--- config.mk ---
export PLATFORM = sky130hd
export DESIGN_NAME = rbc_core
export DESIGN_NICKNAME = d
export VERILOG_FILES = /design/src/common/rbc_pkg.sv /design/src/rbc_flash.sv /design/src/rbc_core.sv
export SDC_FILE = /design/constraint.sdc
export NUM_CORES = 1
export LEC_CHECK = 0
export BUFFER_PORTS_ARGS = -buffer_cell sky130_fd_sc_hd__buf_2
export CAP_MARGIN = 5
export CORE_ASPECT_RATIO = 1.4
export CORE_MARGIN = 4
export CORE_UTILIZATION = 45
export DETAILED_ROUTE_END_ITERATION = 10
export PLACE_DENSITY = 0.8
export SETUP_SLACK_MARGIN = 0.05
export SYNTH_ARGS = -nofsm -noshare
export SYNTH_HDL_FRONTEND = slang
export SYNTH_SLANG_ARGS = --single-unit
--- constraint.sdc ---
create_clock -name clk_sys_i -period 4.8 [get_ports clk_sys_i]
set_input_delay 0.96 -clock clk_sys_i [delete_from_list [all_inputs] [get_ports clk_sys_i]]
set_output_delay 0.96 -clock clk_sys_i [all_outputs]
set_load 0.05 [all_outputs]
--- src/common/rbc_pkg.sv ---
// Package for the remote bus interface configuration block
// Assumes a 10 MHz system clock and static jumper inputs
package rbc_pkg;
	localparam int unsigned CLK_SYS_HZ      = 10_000_000;
	// Control-logic clock rates
	localparam int unsigned RATE_SLOW_HZ    = 2_500_000;
	localparam int unsigned RATE_MID_HZ     = 5_000_000;
	localparam int unsigned RATE_FAST_HZ    = 10_000_000;
	localparam logic [3:0] DIV_SLOW         = 4'(CLK_SYS_HZ / RATE_SLOW_HZ);
	localparam logic [3:0] DIV_MID          = 4'(CLK_SYS_HZ / RATE_MID_HZ);
	localparam logic [3:0] DIV_FAST         = 4'(CLK_SYS_HZ / RATE_FAST_HZ);
	// Access cycle limits in ns
	localparam int unsigned CYC_NORMAL_NS   = 26_500;
	localparam int unsigned CYC_PROLONG_NS  = 38_000;
	localparam int unsigned CLK_PERIOD_NS   = 1_000_000_000 / CLK_SYS_HZ;
	localparam logic [9:0] CYC_NORMAL_CNT   = 10'(CYC_NORMAL_NS / CLK_PERIOD_NS);
	localparam logic [9:0] CYC_PROLONG_CNT  = 10'(CYC_PROLONG_NS / CLK_PERIOD_NS);
	// Strobe phase length in control ticks
	localparam logic [7:0] STROBE_NORMAL    = 8'h04;
	localparam logic [7:0] STROBE_PROLONG   = 8'h08;
	// Flash generator half period in sys cycles
	localparam logic [22:0] FLASH_HALF_CNT  = 23'h0F_4240;
	// Register map
	localparam logic [3:0] ADDR_CFG         = 4'h0;
	localparam logic [3:0] ADDR_STATUS      = 4'h1;
	localparam logic [3:0] ADDR_IRQ_STAT    = 4'h2;
	localparam logic [3:0] ADDR_IRQ_CLR     = 4'h3;
	localparam logic [3:0] ADDR_IRQ_EN      = 4'h4;
	localparam logic [3:0] ADDR_CFG_ERR     = 4'h5;
	// Interrupt bit positions
	localparam int unsigned IRQ_DONE_BIT    = 0;
	localparam int unsigned IRQ_DBL_BIT     = 1;
	localparam int unsigned IRQ_TMO_BIT     = 2;
	localparam int unsigned IRQ_BLK_BIT     = 3;
	localparam logic [3:0] IRQ_EN_RST       = 4'h0;
	// Slot base values
	localparam logic [5:0] SLOT_BASE_0      = 6'h00;
	localparam logic [5:0] SLOT_BASE_1      = 6'h10;
	localparam logic [5:0] SLOT_BASE_2      = 6'h20;
	localparam logic [5:0] SLOT_BASE_3      = 6'h30;
	localparam logic [5:0] SLOT_SPAN        = 6'h0D;
	typedef enum logic [3:0] {
		ST_IDLE   = 4'b0001,
		ST_STROBE = 4'b0010,
		ST_WAIT   = 4'b0100,
		ST_DONE   = 4'b1000
	} rbc_state_type;
endpackage

--- src/rbc_flash.sv ---
// On-board flash generator for the common error indicator
// Assumes clk_sys_i at the package rate
`timescale 1ns/10ps
`default_nettype none
module rbc_flash (
	input  wire logic clk_sys_i,
	input  wire logic rst_i,
	output logic      flash_o
);
	logic [22:0] cnt_r;

	always_ff @(posedge clk_sys_i or posedge rst_i) begin
		if (rst_i) begin
			cnt_r   <= 23'h00_0000;
			flash_o <= 1'b0;
		end else if (cnt_r == rbc_pkg::FLASH_HALF_CNT - 23'h00_0001) begin
			cnt_r   <= 23'h00_0000;
			flash_o <= ~flash_o;
		end else begin
			cnt_r <= cnt_r + 23'h00_0001;
		end
	end
endmodule
`default_nettype wire

--- src/rbc_core.sv ---
// Configuration-dependent control logic of the remote bus interface card
// Assumes jumper inputs are static and synchronous to clk_sys_i
//
// What this block does
// - Role jumper open extension, inserted basic
// - Host-family jumper matters only in extension role
// - Flash from on-board generator or external line
// - Control clock 2.5, 5 or 10 MHz
// - Last other-family extension forces ready low
// - Test jumper lets high test inhibit access
// - Lock jumper lets high lock block access
// - Delay jumper open lengthens access time
// - Detect double addressing between extension units
// - Access completes within 26.5 or 38 us
`timescale 1ns/10ps
`default_nettype none
module rbc_core (
	input  wire logic        clk_sys_i,
	input  wire logic        rst_i,
	input  wire logic        unit_role_select_i,
	input  wire logic        host_family_select_i,
	input  wire logic        flash_src_sel_i,
	input  wire logic [2:0]  clk_rate_sel_i,
	input  wire logic        last_unit_sel_i,
	input  wire logic        test_jmp_i,
	input  wire logic        lock_jmp_i,
	input  wire logic        delay_off_i,
	input  wire logic [1:0]  frame_addr_jmp_i,
	input  wire logic        external_flash_line_i,
	input  wire logic        test_line_i,
	input  wire logic        lock_line_i,
	input  wire logic        io_req_i,
	input  wire logic [5:0]  io_slot_i,
	input  wire logic        periph_ready_line_i,
	input  wire logic        io_acknowledge_line_i,
	input  wire logic [3:0]  reg_addr_i,
	input  wire logic [31:0] reg_wdata_i,
	input  wire logic        reg_wr_i,
	input  wire logic        reg_rd_i,
	output logic [31:0]      reg_rdata_o,
	output logic             irq_o,
	output logic             ctl_tick_o,
	output logic             io_strobe_o,
	output logic             io_busy_o,
	output logic             io_done_o,
	output logic             io_timeout_o,
	output logic             dbl_addr_o,
	output logic             slot_hit_o,
	output logic             periph_ready_input_o,
	output logic             periph_ready_input_oe_o,
	output logic             err_flash_o,
	output logic             extension_unit_o,
	output logic             basic_unit_o,
	output logic             host_other_o,
	output logic [1:0]       slot_addr_bits_o,
	output logic             cfg_err_o
);
	// Sampled configuration
	logic        role_basic_r;
	logic        host_other_r;
	logic        flash_ext_r;
	logic [2:0]  rate_r;
	logic        last_unit_r;
	logic        test_en_r;
	logic        lock_en_r;
	logic        prolong_r;
	logic [1:0]  frame_r;
	logic        cfg_load_r;

	logic [3:0]  div_cnt_r;
	logic [3:0]  div_val;
	logic        tick;
	rbc_pkg::rbc_state_type state_r;
	rbc_pkg::rbc_state_type state_nxt;
	logic [7:0]  ph_cnt_r;
	logic [9:0]  cyc_cnt_r;
	logic [9:0]  cyc_lim;
	logic [7:0]  strobe_len;
	logic        inhibit;
	logic        ack_both;
	logic        done_ev;
	logic        tmo_ev;
	logic        dbl_ev;
	logic        blk_ev;
	logic [3:0]  irq_stat_r;
	logic [3:0]  irq_en_r;
	logic [3:0]  irq_set;
	logic [3:0]  irq_clr;
	logic        flash_int;
	logic [5:0]  slot_base;

	// Slot base from frame jumpers, inserted reads as one
	function automatic logic [5:0] slot_base_of(input logic [1:0] f);
		case (f)
			2'b11:   slot_base_of = rbc_pkg::SLOT_BASE_0;
			2'b10:   slot_base_of = rbc_pkg::SLOT_BASE_1;
			2'b01:   slot_base_of = rbc_pkg::SLOT_BASE_2;
			default: slot_base_of = rbc_pkg::SLOT_BASE_3;
		endcase
	endfunction

	// Clock divisor from the one-hot rate jumpers
	function automatic logic [3:0] div_of(input logic [2:0] r);
		case (r)
			3'b001:  div_of = rbc_pkg::DIV_SLOW;
			3'b010:  div_of = rbc_pkg::DIV_MID;
			3'b100:  div_of = rbc_pkg::DIV_FAST;
			default: div_of = rbc_pkg::DIV_SLOW;
		endcase
	endfunction

	// Capture jumpers in the first cycle after reset release
	always_ff @(posedge clk_sys_i or posedge rst_i) begin
		if (rst_i) begin
			cfg_load_r   <= 1'b1;
			role_basic_r <= 1'b0;
			host_other_r <= 1'b0;
			flash_ext_r  <= 1'b0;
			rate_r       <= 3'h1;
			last_unit_r  <= 1'b0;
			test_en_r    <= 1'b0;
			lock_en_r    <= 1'b0;
			prolong_r    <= 1'b0;
			frame_r      <= 2'h0;
		end else if (cfg_load_r) begin
			cfg_load_r   <= 1'b0;
			role_basic_r <= unit_role_select_i;
			host_other_r <= host_family_select_i;
			flash_ext_r  <= flash_src_sel_i;
			rate_r       <= clk_rate_sel_i;
			last_unit_r  <= last_unit_sel_i;
			test_en_r    <= test_jmp_i;
			lock_en_r    <= lock_jmp_i;
			prolong_r    <= ~delay_off_i;
			frame_r      <= frame_addr_jmp_i;
		end
	end

	assign basic_unit_o     = role_basic_r;
	assign extension_unit_o = ~role_basic_r;
	assign host_other_o     = ~role_basic_r & host_other_r;
	assign slot_addr_bits_o = frame_r;
	assign slot_base        = slot_base_of(frame_r);
	assign slot_hit_o       = ~role_basic_r & (io_slot_i >= slot_base) &
		(io_slot_i <= slot_base + rbc_pkg::SLOT_SPAN);

	// Configuration error when not exactly one rate jumper
	assign cfg_err_o = (rate_r != 3'b001) && (rate_r != 3'b010) && (rate_r != 3'b100);

	// Control-logic tick at the selected rate
	assign div_val = div_of(rate_r);
	always_ff @(posedge clk_sys_i or posedge rst_i) begin
		if (rst_i) begin
			div_cnt_r <= 4'h0;
		end else if (div_cnt_r >= div_val - 4'h1) begin
			div_cnt_r <= 4'h0;
		end else begin
			div_cnt_r <= div_cnt_r + 4'h1;
		end
	end
	assign tick       = (div_cnt_r >= div_val - 4'h1);
	assign ctl_tick_o = tick;

	// Flash source
	rbc_flash u_flash (
		.clk_sys_i (clk_sys_i),
		.rst_i     (rst_i),
		.flash_o   (flash_int)
	);
	always_ff @(posedge clk_sys_i or posedge rst_i) begin
		if (rst_i) begin
			err_flash_o <= 1'b0;
		end else begin
			err_flash_o <= flash_ext_r ? external_flash_line_i : flash_int;
		end
	end

	// Ready termination for the last unit
	assign periph_ready_input_o    = 1'b0;
	assign periph_ready_input_oe_o = ~role_basic_r & host_other_r & last_unit_r;

	// Access inhibit
	assign inhibit = (test_en_r & test_line_i) | (lock_en_r & lock_line_i);

	// Access cycle
	assign strobe_len = prolong_r ? rbc_pkg::STROBE_PROLONG : rbc_pkg::STROBE_NORMAL;
	assign cyc_lim    = prolong_r ? rbc_pkg::CYC_PROLONG_CNT : rbc_pkg::CYC_NORMAL_CNT;
	assign ack_both   = periph_ready_line_i & io_acknowledge_line_i;

	always_comb begin
		state_nxt = state_r;
		case (state_r)
			rbc_pkg::ST_IDLE: begin
				if (io_req_i && !inhibit && !cfg_err_o) begin
					state_nxt = rbc_pkg::ST_STROBE;
				end
			end
			rbc_pkg::ST_STROBE: begin
				if (tick && ph_cnt_r >= strobe_len - 8'h01) begin
					state_nxt = rbc_pkg::ST_WAIT;
				end
			end
			rbc_pkg::ST_WAIT: begin
				if (ack_both || cyc_cnt_r >= cyc_lim - 10'h001) begin
					state_nxt = rbc_pkg::ST_DONE;
				end
			end
			rbc_pkg::ST_DONE: begin
				state_nxt = rbc_pkg::ST_IDLE;
			end
			default: begin
				state_nxt = rbc_pkg::ST_IDLE;
			end
		endcase
	end

	always_ff @(posedge clk_sys_i or posedge rst_i) begin
		if (rst_i) begin
			state_r <= rbc_pkg::ST_IDLE;
		end else begin
			state_r <= state_nxt;
		end
	end

	always_ff @(posedge clk_sys_i or posedge rst_i) begin
		if (rst_i) begin
			ph_cnt_r <= 8'h00;
		end else if (state_r != rbc_pkg::ST_STROBE) begin
			ph_cnt_r <= 8'h00;
		end else if (tick) begin
			ph_cnt_r <= ph_cnt_r + 8'h01;
		end
	end

	always_ff @(posedge clk_sys_i or posedge rst_i) begin
		if (rst_i) begin
			cyc_cnt_r <= 10'h000;
		end else if (state_r == rbc_pkg::ST_IDLE) begin
			cyc_cnt_r <= 10'h000;
		end else if (cyc_cnt_r != 10'h3FF) begin
			cyc_cnt_r <= cyc_cnt_r + 10'h001;
		end
	end

	always_ff @(posedge clk_sys_i or posedge rst_i) begin
		if (rst_i) begin
			io_done_o    <= 1'b0;
			io_timeout_o <= 1'b0;
			dbl_addr_o   <= 1'b0;
		end else begin
			io_done_o    <= done_ev;
			io_timeout_o <= tmo_ev;
			dbl_addr_o   <= dbl_ev;
		end
	end

	assign io_strobe_o = (state_r == rbc_pkg::ST_STROBE);
	assign io_busy_o   = (state_r != rbc_pkg::ST_IDLE);
	assign done_ev     = (state_r == rbc_pkg::ST_WAIT) && ack_both;
	assign tmo_ev      = (state_r == rbc_pkg::ST_WAIT) && !ack_both &&
		(cyc_cnt_r >= cyc_lim - 10'h001);
	// Two answering units pull acknowledge while ready disagrees
	assign dbl_ev = (state_r == rbc_pkg::ST_WAIT) && ~role_basic_r &&
		io_acknowledge_line_i && !periph_ready_line_i && slot_hit_o;
	assign blk_ev = (state_r == rbc_pkg::ST_IDLE) && io_req_i && inhibit;

	// Interrupt status, set wins over clear
	always_comb begin
		irq_set = 4'h0;
		irq_set[rbc_pkg::IRQ_DONE_BIT] = done_ev;
		irq_set[rbc_pkg::IRQ_DBL_BIT]  = dbl_ev;
		irq_set[rbc_pkg::IRQ_TMO_BIT]  = tmo_ev;
		irq_set[rbc_pkg::IRQ_BLK_BIT]  = blk_ev;
	end
	assign irq_clr = (reg_wr_i && reg_addr_i == rbc_pkg::ADDR_IRQ_CLR) ? reg_wdata_i[3:0] : 4'h0;

	always_ff @(posedge clk_sys_i or posedge rst_i) begin
		if (rst_i) begin
			irq_stat_r <= 4'h0;
		end else begin
			irq_stat_r <= (irq_stat_r & ~irq_clr) | irq_set;
		end
	end

	always_ff @(posedge clk_sys_i or posedge rst_i) begin
		if (rst_i) begin
			irq_en_r <= rbc_pkg::IRQ_EN_RST;
		end else if (reg_wr_i && reg_addr_i == rbc_pkg::ADDR_IRQ_EN) begin
			irq_en_r <= reg_wdata_i[3:0];
		end
	end

	assign irq_o = |(irq_stat_r & irq_en_r);

	// Register read
	always_ff @(posedge clk_sys_i or posedge rst_i) begin
		if (rst_i) begin
			reg_rdata_o <= 32'h0000_0000;
		end else if (reg_rd_i) begin
			case (reg_addr_i)
				rbc_pkg::ADDR_CFG:      reg_rdata_o <= {20'h0, frame_r, prolong_r, lock_en_r,
					test_en_r, last_unit_r, rate_r, flash_ext_r, host_other_r, role_basic_r};
				rbc_pkg::ADDR_STATUS:   reg_rdata_o <= {28'h0, state_r};
				rbc_pkg::ADDR_IRQ_STAT: reg_rdata_o <= {28'h0, irq_stat_r};
				rbc_pkg::ADDR_IRQ_EN:   reg_rdata_o <= {28'h0, irq_en_r};
				rbc_pkg::ADDR_CFG_ERR:  reg_rdata_o <= {31'h0, cfg_err_o};
				default:                reg_rdata_o <= 32'h0000_0000;
			endcase
		end else begin
			reg_rdata_o <= 32'h0000_0000;
		end
	end
endmodule
`default_nettype wire

Word level (Yosys, flattened, before mapping)
Index checks and enable logic that the tools add are counted.
- eq/ne operators: 23
- add/sub/neg operators: 8
- bitwise operators: 15
- multiplexer cells: 18
- order comparisons: 5
- reduce and logical (&&, ||, !) cells: 26
- operators by type and width (operator ; number):
    $pmux 12 s5 ; 1
    $mux 32 ; 1
    $mux 4 ; 6
    $add 23x1->23 const B ; 1
    $eq 23x20->1 const B ; 1
    $mux 23 ; 1
    $mux 10 ; 2
    $pmux 6 s3 ; 1
    $logic_and 1x1->1 ; 16
    $mux 8 ; 2
    $eq 4x2->1 const B ; 3
    $eq 4x3->1 const B ; 3
    $pmux 4 s3 ; 1
    $add 10x1->10 const B ; 1
    $ge 10x10->1 ; 1
    $ne 10x10->1 const B ; 1
    $sub 9x1->10 const B ; 1
    $add 8x1->8 const B ; 1
    $and 4x4->4 ; 2
    $eq 4x1->1 const B ; 2
    $ge 8x8->1 ; 1
    $and 1x1->1 ; 7
    $mux 7 ; 1
    $add 6x4->6 const B ; 1
    other kinds (29) ; 37
- output and inout bits: 49
- logic and storage cells: 118
- bits of input ports: 64
- bits in registers: 107

Depth between registers and ports, before layout
Gate-level depths: netlist of run 1.
- word-level depth: 7
- depth in mapped cells: 9
- gate-level depth less buffers: 8

By module
Synthesis of run 1 repeated with hierarchy kept, for this count alone.
- cell total of the unflattened synthesis: 425
- area, all modules: 4473.0 um^2
- modules (own cells, without submodules) (module ; instances ; sequential area each (um^2) ; area an instance (um^2) ; cells an instance):
    rbc_core ; 1 ; 1580.3 ; 3304.4 ; 318
    rbc_flash ; 1 ; 600.6 ; 1168.6 ; 107

Worst setup path before layout of run 1
OpenSTA, ideal clock, no wires.
- kind: input-to-output
- start point: input port io_slot_i[4]
- end point: output port slot_hit_o
- required time: 3.840 ns
- buffers on the path: 0
- stages: 5
- path slack: 1.192 ns
- arrival: 2.648 ns
- path through: inv_1 > ha_1 > a31oi_1 > o22ai_1 > a2111oi_2
- word-level cells in the longest chain between the ends: 3
- elaborated cells on any way between the ends: 4
- classes of those cells: 2 x order compare; 2 x bitwise
- RTL lines (element ; RTL line ; source):
    from (decl) ; rbc_core.sv:33 ; input wire logic [5:0] io_slot_i,
    $ge 6x6->1 ; rbc_core.sv:144 ; assign slot_hit_o = ~role_basic_r & (io_slot_i >= slot_base) &
    $and 1x1->1 ; rbc_core.sv:144 ;
    $and 1x1->1 (*) ; rbc_core.sv:144 ;
    to (decl) ; rbc_core.sv:48 ; output logic slot_hit_o,
Mark *: on every way between the ends. The rest lies on a longest branch, timed or not.

Worst setup path in the final report of run 1
Ends and elaborated chain as after synthesis.

==> impl_summary.txt, run 1 <==
----------------------------------------------------
[Job]
  Max capacitance violation total ... 0

[Placement]
  Placer congestion estimate ... 0.856
  Port Buffer Count ... 63
  Detailed placer's ending HPWL ... 6800 µm
  Place WS ... 1240 ps

[Setup path]
  Worst endpoint data arrival time ... between 2000 and 3000 ps
  Register-to-register setup slack ... around 2500 ps
  Cell family with most CP delay ... compound AO/OA/AOI/OAI gates
  Delay of the slowest critical-path stage ... 550 ps
  Buffering stage count on the worst path with inverters included ... 3
  CP required ... 3840 ps
  Crit Path Class ... input pin to output port
  Crit start category ... input pin
  Cell Chain, Critical Path ... buf_2 -> inv_1 -> ha_1 -> and4_1 -> o22ai_1 -> a2111oi_2 -> buf_2
  Slowest cell on crit path ... a2111oi_2
  CP dominant cell by count ... buf_2
  CP Max Fanout ... 3
  Capturing element type of the critical path ... output port

[Synth]
  Synth Flop Type ... dfrtp_1
  Number of synthesized register bits ... between 80 and 90
  FFs w/ async S/R, synth ... 100%
  Synthesized netlist cell count ... 402
  Count of flip-flops with a built-in enable after synthesis ... 0
  Cell taking the most area after synthesis ... dfrtp_1
  Share of synthesized area occupied by flip-flops and latches ... 51.3%
  Number of distinct standard cells referenced by the synthesized netlist ... 47
  Mean Syn Cell Area ... approximately 11 µm²
  Syn. warnings ... 0
  Area share of the largest cell type after synthesis ... 49.5%
  Top post-synthesis cells by area ... dfrtp_1 49%, xor2_1 4.5%, ha_1 4.4%
  Post-Syn Area ... about 4300 µm²

[Worst hold path]
  Class of the most critical hold timing path ... register to register

[Clock tree]
  Number of buffers added to fix hold violations after cts ... 0
  Clock edge transition at the registers on the reported setup and hold paths ... 60 ps
  Clock buffer depth ... 2
  Number of buffers added by the clock tree synthesis step ... 9
  CTS tree ... done
  Number of clock sinks seen by CTS ... 87
  Post-CTS Repair Setup Buffers ... 0
  Insertion delay to the later sink of the worst-skew pair ... 330 ps
  CTS Root Buffer Type ... clkbuf_16
  Resized cells post-CTS ... 0
  CTS H-tree lvls ... 3

[Layout]
  Most common library cell in the layout ignoring fill and taps ... dfrtp_1
  Antenna cell count ... 0
  Final-stage net count ... 548
  Layout cell share with drive strength beyond 1 ... 21.9%
  Commonest non-fill, non-tap cells in the layout ... 84 x dfrtp_1, 63 x buf_2, 40 x nor2_1
  Area grow syn2layout ... 15.9%

[Routing]
  Post-DRT Antenna Nets ... 0
  Post-DR vias/cell ... 5.38
  Detailed Route WL ... around 9200 µm
  Post-detailed-route wirelength per cell ... 15.8 µm
  Vias ... around 3.1k
  Drt drc ... 0
  Violation count after the first detailed-route iteration ... 97
  First drt pass iteration count ... 4

[Run status]
  Outcome ... completed

[Timing]
  Minimum clock period ... 3540 ps
  Hold WS ... around 460 ps
  Unrepaired setup endpoints after global routing ... false
  Maximum operating frequency ... 0.283 GHz
  Actual slew at the worst max-slew pin ... about 1100 ps
  Remaining max-slew budget at the tightest pin ... 28.5%
  Period utilization ... 73.7%
  Final setup TNS ... 0 ps
  Total count of hold-check failures in the final report ... 0
  Final slew viol count ... 0
  Setup violators final ... 0
  Final setup slack of the worst path ... 1260 ps
  Clock Skew ... 6.00 ps

[Global route]
  Initial antenna violation count ... 0
  Global routing usage summed across all routing layers ... 17.2%
  First-pass GRT wire length ... between 15,000 and 20,000 µm
  Pin count of the biggest net entering global routing ... 61
  Vias in the first global route ... 3,240
  Global-route congestion overflow total ... 0

[Die]
  Rows ... 41
  Area of the core region ... 9130 µm²
  Total Die Area ... 11,100 µm²
  Number of primary I/O pins ... between 100 and 150
  Chip Width ... approximately 90 µm
  Initial standard-cell utilization of the core ... between 40 and 50%
  DIE HEIGHT ... 123 µm

[Power and ir drop]
  IR drop worst, VDD ... 0.245 mV
  Power per unit of standard cell area ... around 370 nW/µm²
  Leak ... 2.49 nW

----------------------------------------------------
## where the power goes
part,internal [mW],total (mW),switching [mW]
clock,0.470,0.743,0.273
sequential,0.772,0.807,0.0354
combinational,0.0866,0.284,0.197
total,1.33,1.83,0.506
## layer usage
| metal | track usage (%) | vias up | wire, µm |
|---|---|---|---|
| met5 | 0 | - | 0 |
| met4 | 4.98 | 0 | 88 |
| met3 | 4.14 | 12 | 464 |
| met2 | 32.8 | 72 | 5160 |
| met1 | 19.2 | 1536 | 3450 |
| li1 | - | 1504 | - |
## worst reg2reg max path: stages (launching register included)
cell	delay, ps
dfrtp_1	400
ha_1	220
nand4_1	180
or2_1	300
nor4_2	920
xor2_1	130
## through the flow
step	cell area [µm²]	total power [mW]	std cells	utilization, %
CTS	4920	1.86	581	53.9
finish	4920	1.83	581	53.9
global route	4920	1.91	581	53.9
detailed placement	4600	1.10	565	50.4
floorplan	4330	1.04	424	-
global placement	4600	1.09	565	50.4
## cell usage after synthesis (all sizes together) (11+ instances only)
| library cell | number |
|---|---|
| nand2 | 28 |
| and3 | 15 |
| xor2 | 22 |
| nor2 | 40 |
| nor3 | 13 |
| buf | 23 |
| xnor2 | 11 |
| dfrtp | 84 |
| inv | 15 |
| nand3 | 17 |
| mux2 | 14 |
| ha | 15 |
| o21ai | 13 |
## state kept, by name, indices dropped and copies added, names as in the netlist, 2 cells and up
name / flops
u_flash.cnt_r: 23
reg_rdata_o: 12
cyc_cnt_r: 10
ph_cnt_r: 8
div_cnt_r: 4
irq_en_r: 4
irq_stat_r: 4
state_r: 4
rate_r: 3
slot_addr_bits_o: 2
## path summary, 6_finish.rpt
path	from	endpoint	depth (start not counted)
min reg2reg	u_flash.flash_o	u_flash.flash_o	1
min in group asynchronous	rst_i	reg_rdata_o[4]	2
max in group asynchronous	rst_i	state_r[0]	3
max reg2reg	u_flash.cnt_r[0]	u_flash.flash_o	5
max	io_slot_i[4]	slot_hit_o	7
min	u_flash.flash_o	u_flash.flash_o	1
## cell type report
cell class / count / area, µm²
clock buffer: 11 / 243
sequential: 87 / 2180
timing repair buffer: 65 / 330
multi-input combinational: 291 / 1900
tap: 107 / 134
inverter: 15 / 57.6
fill: 799 / 4210
clock inverter: 5 / 81.3
## cells by family after synthesis
logic type      Yosys count  synth area share, %
compound gates           48                 7.62
xor+xnor                 33                 6.80
fa+ha+maj                15                 4.42
buf+inv                  46                 5.98
flops                    87                 51.3
mux                      15                 3.94
other cells               1               0.0882
simple gates            157                 19.8
Note: power is estimated with default switching activity, not from simulation.
==> run 2, diff against run 1 <==
- PLACE_DENSITY: 0.8 -> 0.83
- clock period: 4.8 -> 3.2 ns (I/O delays scaled with it)
==> impl_summary.txt, run 2 (synthesis results as in run 1) <==
----------------------------------------------------
[Timing]
  Final setup slack of the worst path ... 246 ps
  Actual slew at the worst max-slew pin ... 654 ps
  Setup violators final ... 0
  Total count of hold-check failures in the final report ... 0
  Remaining max-slew budget at the tightest pin ... 55.8%
  Clock Skew ... between 7 and 8 ps
  Final setup TNS ... 0 ps
  Period utilization ... 92.3%
  Unrepaired setup endpoints after global routing ... false
  Hold WS ... 386 ps
  Minimum clock period ... approximately 3000 ps
  Final slew viol count ... 0
  Maximum operating frequency ... 0.339 GHz

[Placement]
  Port Buffer Count ... 63
  Detailed placer's ending HPWL ... between 6000 and 7000 µm
  Total placed cells including tap cells ... 567
  Placer congestion estimate ... 0.886
  Place WS ... 417 ps

[Layout]
  Final-stage net count ... 550
  Area grow syn2layout ... 16.0%
  Number of flip-flops in the largest register ... 23
  Count of placed standard cells in the final layout, fillers left out ... 583
  Layout fillers ... 803
  Layout cell share with drive strength beyond 1 ... 22.1%
  Registers with the most flip-flops ... u_flash.cnt_r (23), reg_rdata_o (12), cyc_cnt_r (10)
  Antenna cell count ... 0
  Largest register by flop count ... u_flash.cnt_r
  Most common library cell in the layout ignoring fill and taps ... dfrtp_1
  Commonest non-fill, non-tap cells in the layout ... 84 x dfrtp_1, 63 x buf_2, 40 x nor2_1

[Run status]
  Outcome ... completed

[Die]
  Number of primary I/O pins ... 113
  Chip Width ... between 90 and 100 µm
  DIE HEIGHT ... 123 µm
  Area of the core region ... 9130 µm²
  Initial standard-cell utilization of the core ... 46.5%
  Rows ... 41
  Total Die Area ... 11,100 µm²

[Setup path]
  Crit start category ... register
  Reg-to-reg critical path endpoint ... ph_cnt_r[6]
  CP Max Fanout ... 13
  Register-to-register setup slack ... 970 ps
  Capturing element type of the critical path ... output port
  Depth of the worst register-to-register path ... 8
  Worst endpoint data arrival time ... 2310 ps
  FF-to-FF Start ... rate_r[0]
  CP required ... 2560 ps
  Crit Path Class ... register to output port

[Clock tree]
  CTS H-tree lvls ... 3
  Resized cells post-CTS ... 0
  CTS Root Buffer Type ... clkbuf_16
  Number of buffers added by the clock tree synthesis step ... 9
  Number of clock sinks seen by CTS ... 87
  CTS tree ... done
  Insertion delay to the later sink of the worst-skew pair ... 340 ps
  Clock buffer depth ... 2
  Post-CTS Repair Setup Buffers ... 0
  Number of buffers added to fix hold violations after cts ... 0
  Clock edge transition at the registers on the reported setup and hold paths ... ~60 ps

[Routing]
  Detailed Route WL ... 9080 µm
  First drt pass iteration count ... 4
  Post-DR vias/cell ... 5.42
  Drt drc ... 0
  Post-detailed-route wirelength per cell ... 15.6 µm
  Violation count after the first detailed-route iteration ... 104
  Vias ... between 3k and 4k
  Post-DRT Antenna Nets ... 0

[Power and ir drop]
  Power per unit of standard cell area ... 545 nW/µm²
  Leak ... 2.50 nW
  IR drop worst, VDD ... between 0.3 and 0.4 mV
  Total design power ... ~2.7 mW

[Worst hold path]
  Class of the most critical hold timing path ... input pin to asynchronous set/reset pin

[Global route]
  Initial antenna violation count ... 0
  First-pass GRT wire length ... 15,300 µm
  Pin count of the biggest net entering global routing ... 88
  Global-route congestion overflow total ... 0
  Global routing usage summed across all routing layers ... 17.5%
  Vias in the first global route ... 3,244

[Job]
  Max capacitance violation total ... 0

----------------------------------------------------
-- run 2: worst max-delay path by stage --
| stage | slack [ps] | to | from | depth (start not counted) |
|---|---|---|---|---|
| floorplan | 140 | slot_hit_o | slot_addr_bits_o[0] | 5 |
| global placement | 550 | slot_hit_o | io_slot_i[4] | 7 |
| detailed placement | 420 | slot_hit_o | io_slot_i[4] | 7 |
| CTS | 240 | ctl_tick_o | rate_r[0] | 6 |
| global route | 140 | ctl_tick_o | rate_r[0] | 6 |
| finish | 250 | ctl_tick_o | rate_r[0] | 6 |
-- run 2: power by group --
group | total [mW] | internal, mW | switching, mW
logic | 0.426 | 0.132 | 0.294
registers | 1.21 | 1.16 | 0.0536
clock network | 1.05 | 0.646 | 0.404
total | 2.69 | 1.94 | 0.751
-- run 2: routing by layer --
metal	routed length (µm)	track usage (%)	vias to the layer above
met1	3570	19.2	1559
met3	436	5.66	18
met5	0	0	-
met2	4870	31.7	77
met4	206	6.70	0
li1	-	-	1505
-- run 2: worst max-delay path: stages (launching register included) --
cell,delay [ps]
dfstp_2,570
nor2_1,60
nand2_1,80
ha_1,220
nand2b_1,130
a2111o_1,610
buf_2,300
-- run 2: area by class of cell --
class                   count  area (µm²)  share of cell area, %
repair buffers             67         358                   7.26
clock buffers              13         260                   5.28
clock inverters             3        42.5                  0.863
multi-input cells         291        1900                   38.5
inverters                  15        57.6                   1.17
well taps                 107         134                   2.72
flip-flops and latches     87        2180                   44.2
-- run 2: per-stage QoR --
step,instance area [µm²],utilization (%)
finish,4930,54.0
global route,4930,54.0
CTS,4930,54.0
detailed placement,4630,50.7
global placement,4630,50.7
floorplan,4330,-
==> run 3, diff against run 2 <==
- PLACE_DENSITY: 0.83 -> 0.73
==> impl_summary.txt, run 3 (synthesis results as in run 1) <==
----------------------------------------------------
[Timing]
  Total count of hold-check failures in the final report ... 0
  Actual slew at the worst max-slew pin ... 762 ps
  Maximum operating frequency ... 0.339 GHz
  Final slew viol count ... 0
  Unrepaired setup endpoints after global routing ... false
  Clock Skew ... 6.60 ps
  Setup violators final ... 0
  Period utilization ... 92.3%
  Final setup TNS ... 0 ps
  Remaining max-slew budget at the tightest pin ... 48.7%
  Minimum clock period ... 2950 ps

[Layout]
  Most common library cell in the layout ignoring fill and taps ... dfrtp_1
  Number of flip-flops in the largest register ... 23
  Area grow syn2layout ... 16.0%
  Registers with the most flip-flops ... u_flash.cnt_r (23), reg_rdata_o (12), cyc_cnt_r (10)
  Util after Layout ... 54.0%
  Largest register by flop count ... u_flash.cnt_r
  Commonest non-fill, non-tap cells in the layout ... 84 x dfrtp_1, 63 x buf_2, 40 x nor2_1
  Final-stage net count ... 551
  Layout cell share with drive strength beyond 1 ... 22.0%

[Routing]
  Detailed Route WL ... 8800 µm
  Post-DR vias/cell ... 5.22
  Drt drc ... 0
  Post-detailed-route wirelength per cell ... roughly 15 µm
  Vias ... 3,053
  First drt pass iteration count ... 4
  Post-DRT Antenna Nets ... 0
  Violation count after the first detailed-route iteration ... approximately 100

[Die]
  Area of the core region ... roughly 9000 µm²
  Initial standard-cell utilization of the core ... a little under half
  DIE HEIGHT ... ~120 µm
  Rows ... 41
  Total Die Area ... 11,100 µm²
  Number of primary I/O pins ... 113
  Chip Width ... roughly 90 µm

[Clock tree]
  Resized cells post-CTS ... 0
  Clock edge transition at the registers on the reported setup and hold paths ... 60 ps
  Clock buffer depth ... 2
  Number of buffers added to fix hold violations after cts ... 0
  CTS Root Buffer Type ... clkbuf_16
  Number of buffers added by the clock tree synthesis step ... 9
  CTS tree ... done
  Post-CTS Repair Setup Buffers ... 0
  Number of clock sinks seen by CTS ... 87
  CTS H-tree lvls ... 3
  Insertion delay to the later sink of the worst-skew pair ... 330 ps

[Setup path]
  Critical path startpoint ... rate_r[0]
  Delay of the slowest critical-path stage ... roughly 600 ps
  Depth of the worst register-to-register path ... 8
  Critical path depth in cells ... 6
  Register-to-register setup slack ... 970 ps
  Reg-to-reg critical path endpoint ... ph_cnt_r[6]
  CP required ... around 2600 ps
  Cell family with most CP delay ... compound AO/OA/AOI/OAI gates
  CP Max Fanout ... 13
  Cell Chain, Critical Path ... nor2_1 -> nand2_1 -> ha_1 -> nand2b_1 -> a2111o_1 -> buf_2
  Slowest cell on crit path ... a2111o_1
  Crit Path Class ... register to output port
  FF-to-FF Start ... rate_r[0]
  Crit start category ... register
  Worst endpoint data arrival time ... ~2300 ps
  Capturing element type of the critical path ... output port
  End of the critical path ... ctl_tick_o
  Buffering stage count on the worst path with inverters included ... 1

[Power and ir drop]
  IR drop worst, VDD ... 0.358 mV
  Power per unit of standard cell area ... 540 nW/µm²
  Leak ... 2.49 nW

[Global route]
  Global routing usage summed across all routing layers ... 17.0%
  Vias in the first global route ... between 3k and 4k
  Global-route congestion overflow total ... 0
  Pin count of the biggest net entering global routing ... 52
  Initial antenna violation count ... 2
  First-pass GRT wire length ... roughly 15,000 µm

[Job]
  Max capacitance violation total ... 0

[Placement]
  Detailed placer's ending HPWL ... 6670 µm
  Port Buffer Count ... 63
  Placer congestion estimate ... 0.841

[Worst hold path]
  Class of the most critical hold timing path ... input pin to asynchronous set/reset pin

[Run status]
  Outcome ... completed

----------------------------------------------------
[run 3: worst min path at each step]
| stage | cells past startpoint | slack, ps | endpoint |
|---|---|---|---|
| detailed placement | 1 | 460 | u_flash.cnt_r[22] |
| global placement | 1 | 450 | div_cnt_r[0] |
| CTS | 2 | 400 | u_flash.cnt_r[4] |
| global route | 2 | 440 | u_flash.cnt_r[4] |
| finish | 2 | 380 | u_flash.cnt_r[4] |
| floorplan | 1 | 430 | div_cnt_r[0] |
[run 3: layout make-up]
class	instances	area, µm²
clock inverters	3	42.5
flip-flops and latches	87	2180
fillers	803	4200
repair buffers	68	365
diodes	1	2.50
inverters	15	57.6
well taps	107	134
clock buffers	13	250
multi-input cells	291	1900
[run 3: per-stage QoR]
stage	instances	worst slack [ps]	hold slack (ps)	power [mW]	instance area, µm²
after floorplan	424	141	432	1.57	4330
after global placement	568	475	448	1.65	4640
after detailed placement	568	437	464	1.66	4640
after CTS	584	231	401	2.69	4930
after global routing	585	121	436	2.79	4930
final	585	247	375	2.66	4930
[run 3: power by group]
part           total (mW)  switching [mW]  internal, mW
combinational       0.430           0.295         0.136
sequential           1.21          0.0542          1.16
clock                1.02           0.394         0.625
[run 3: layer usage]
| layer | up-vias | GRT usage (%) | wire [µm] |
|---|---|---|---|
| met5 | - | 0 | 13 |
| met4 | 2 | 6.70 | 158 |
| met3 | 17 | 5.30 | 463 |
| met2 | 62 | 30.3 | 4570 |
| met1 | 1464 | 19.2 | 3590 |
| li1 | 1508 | - | - |
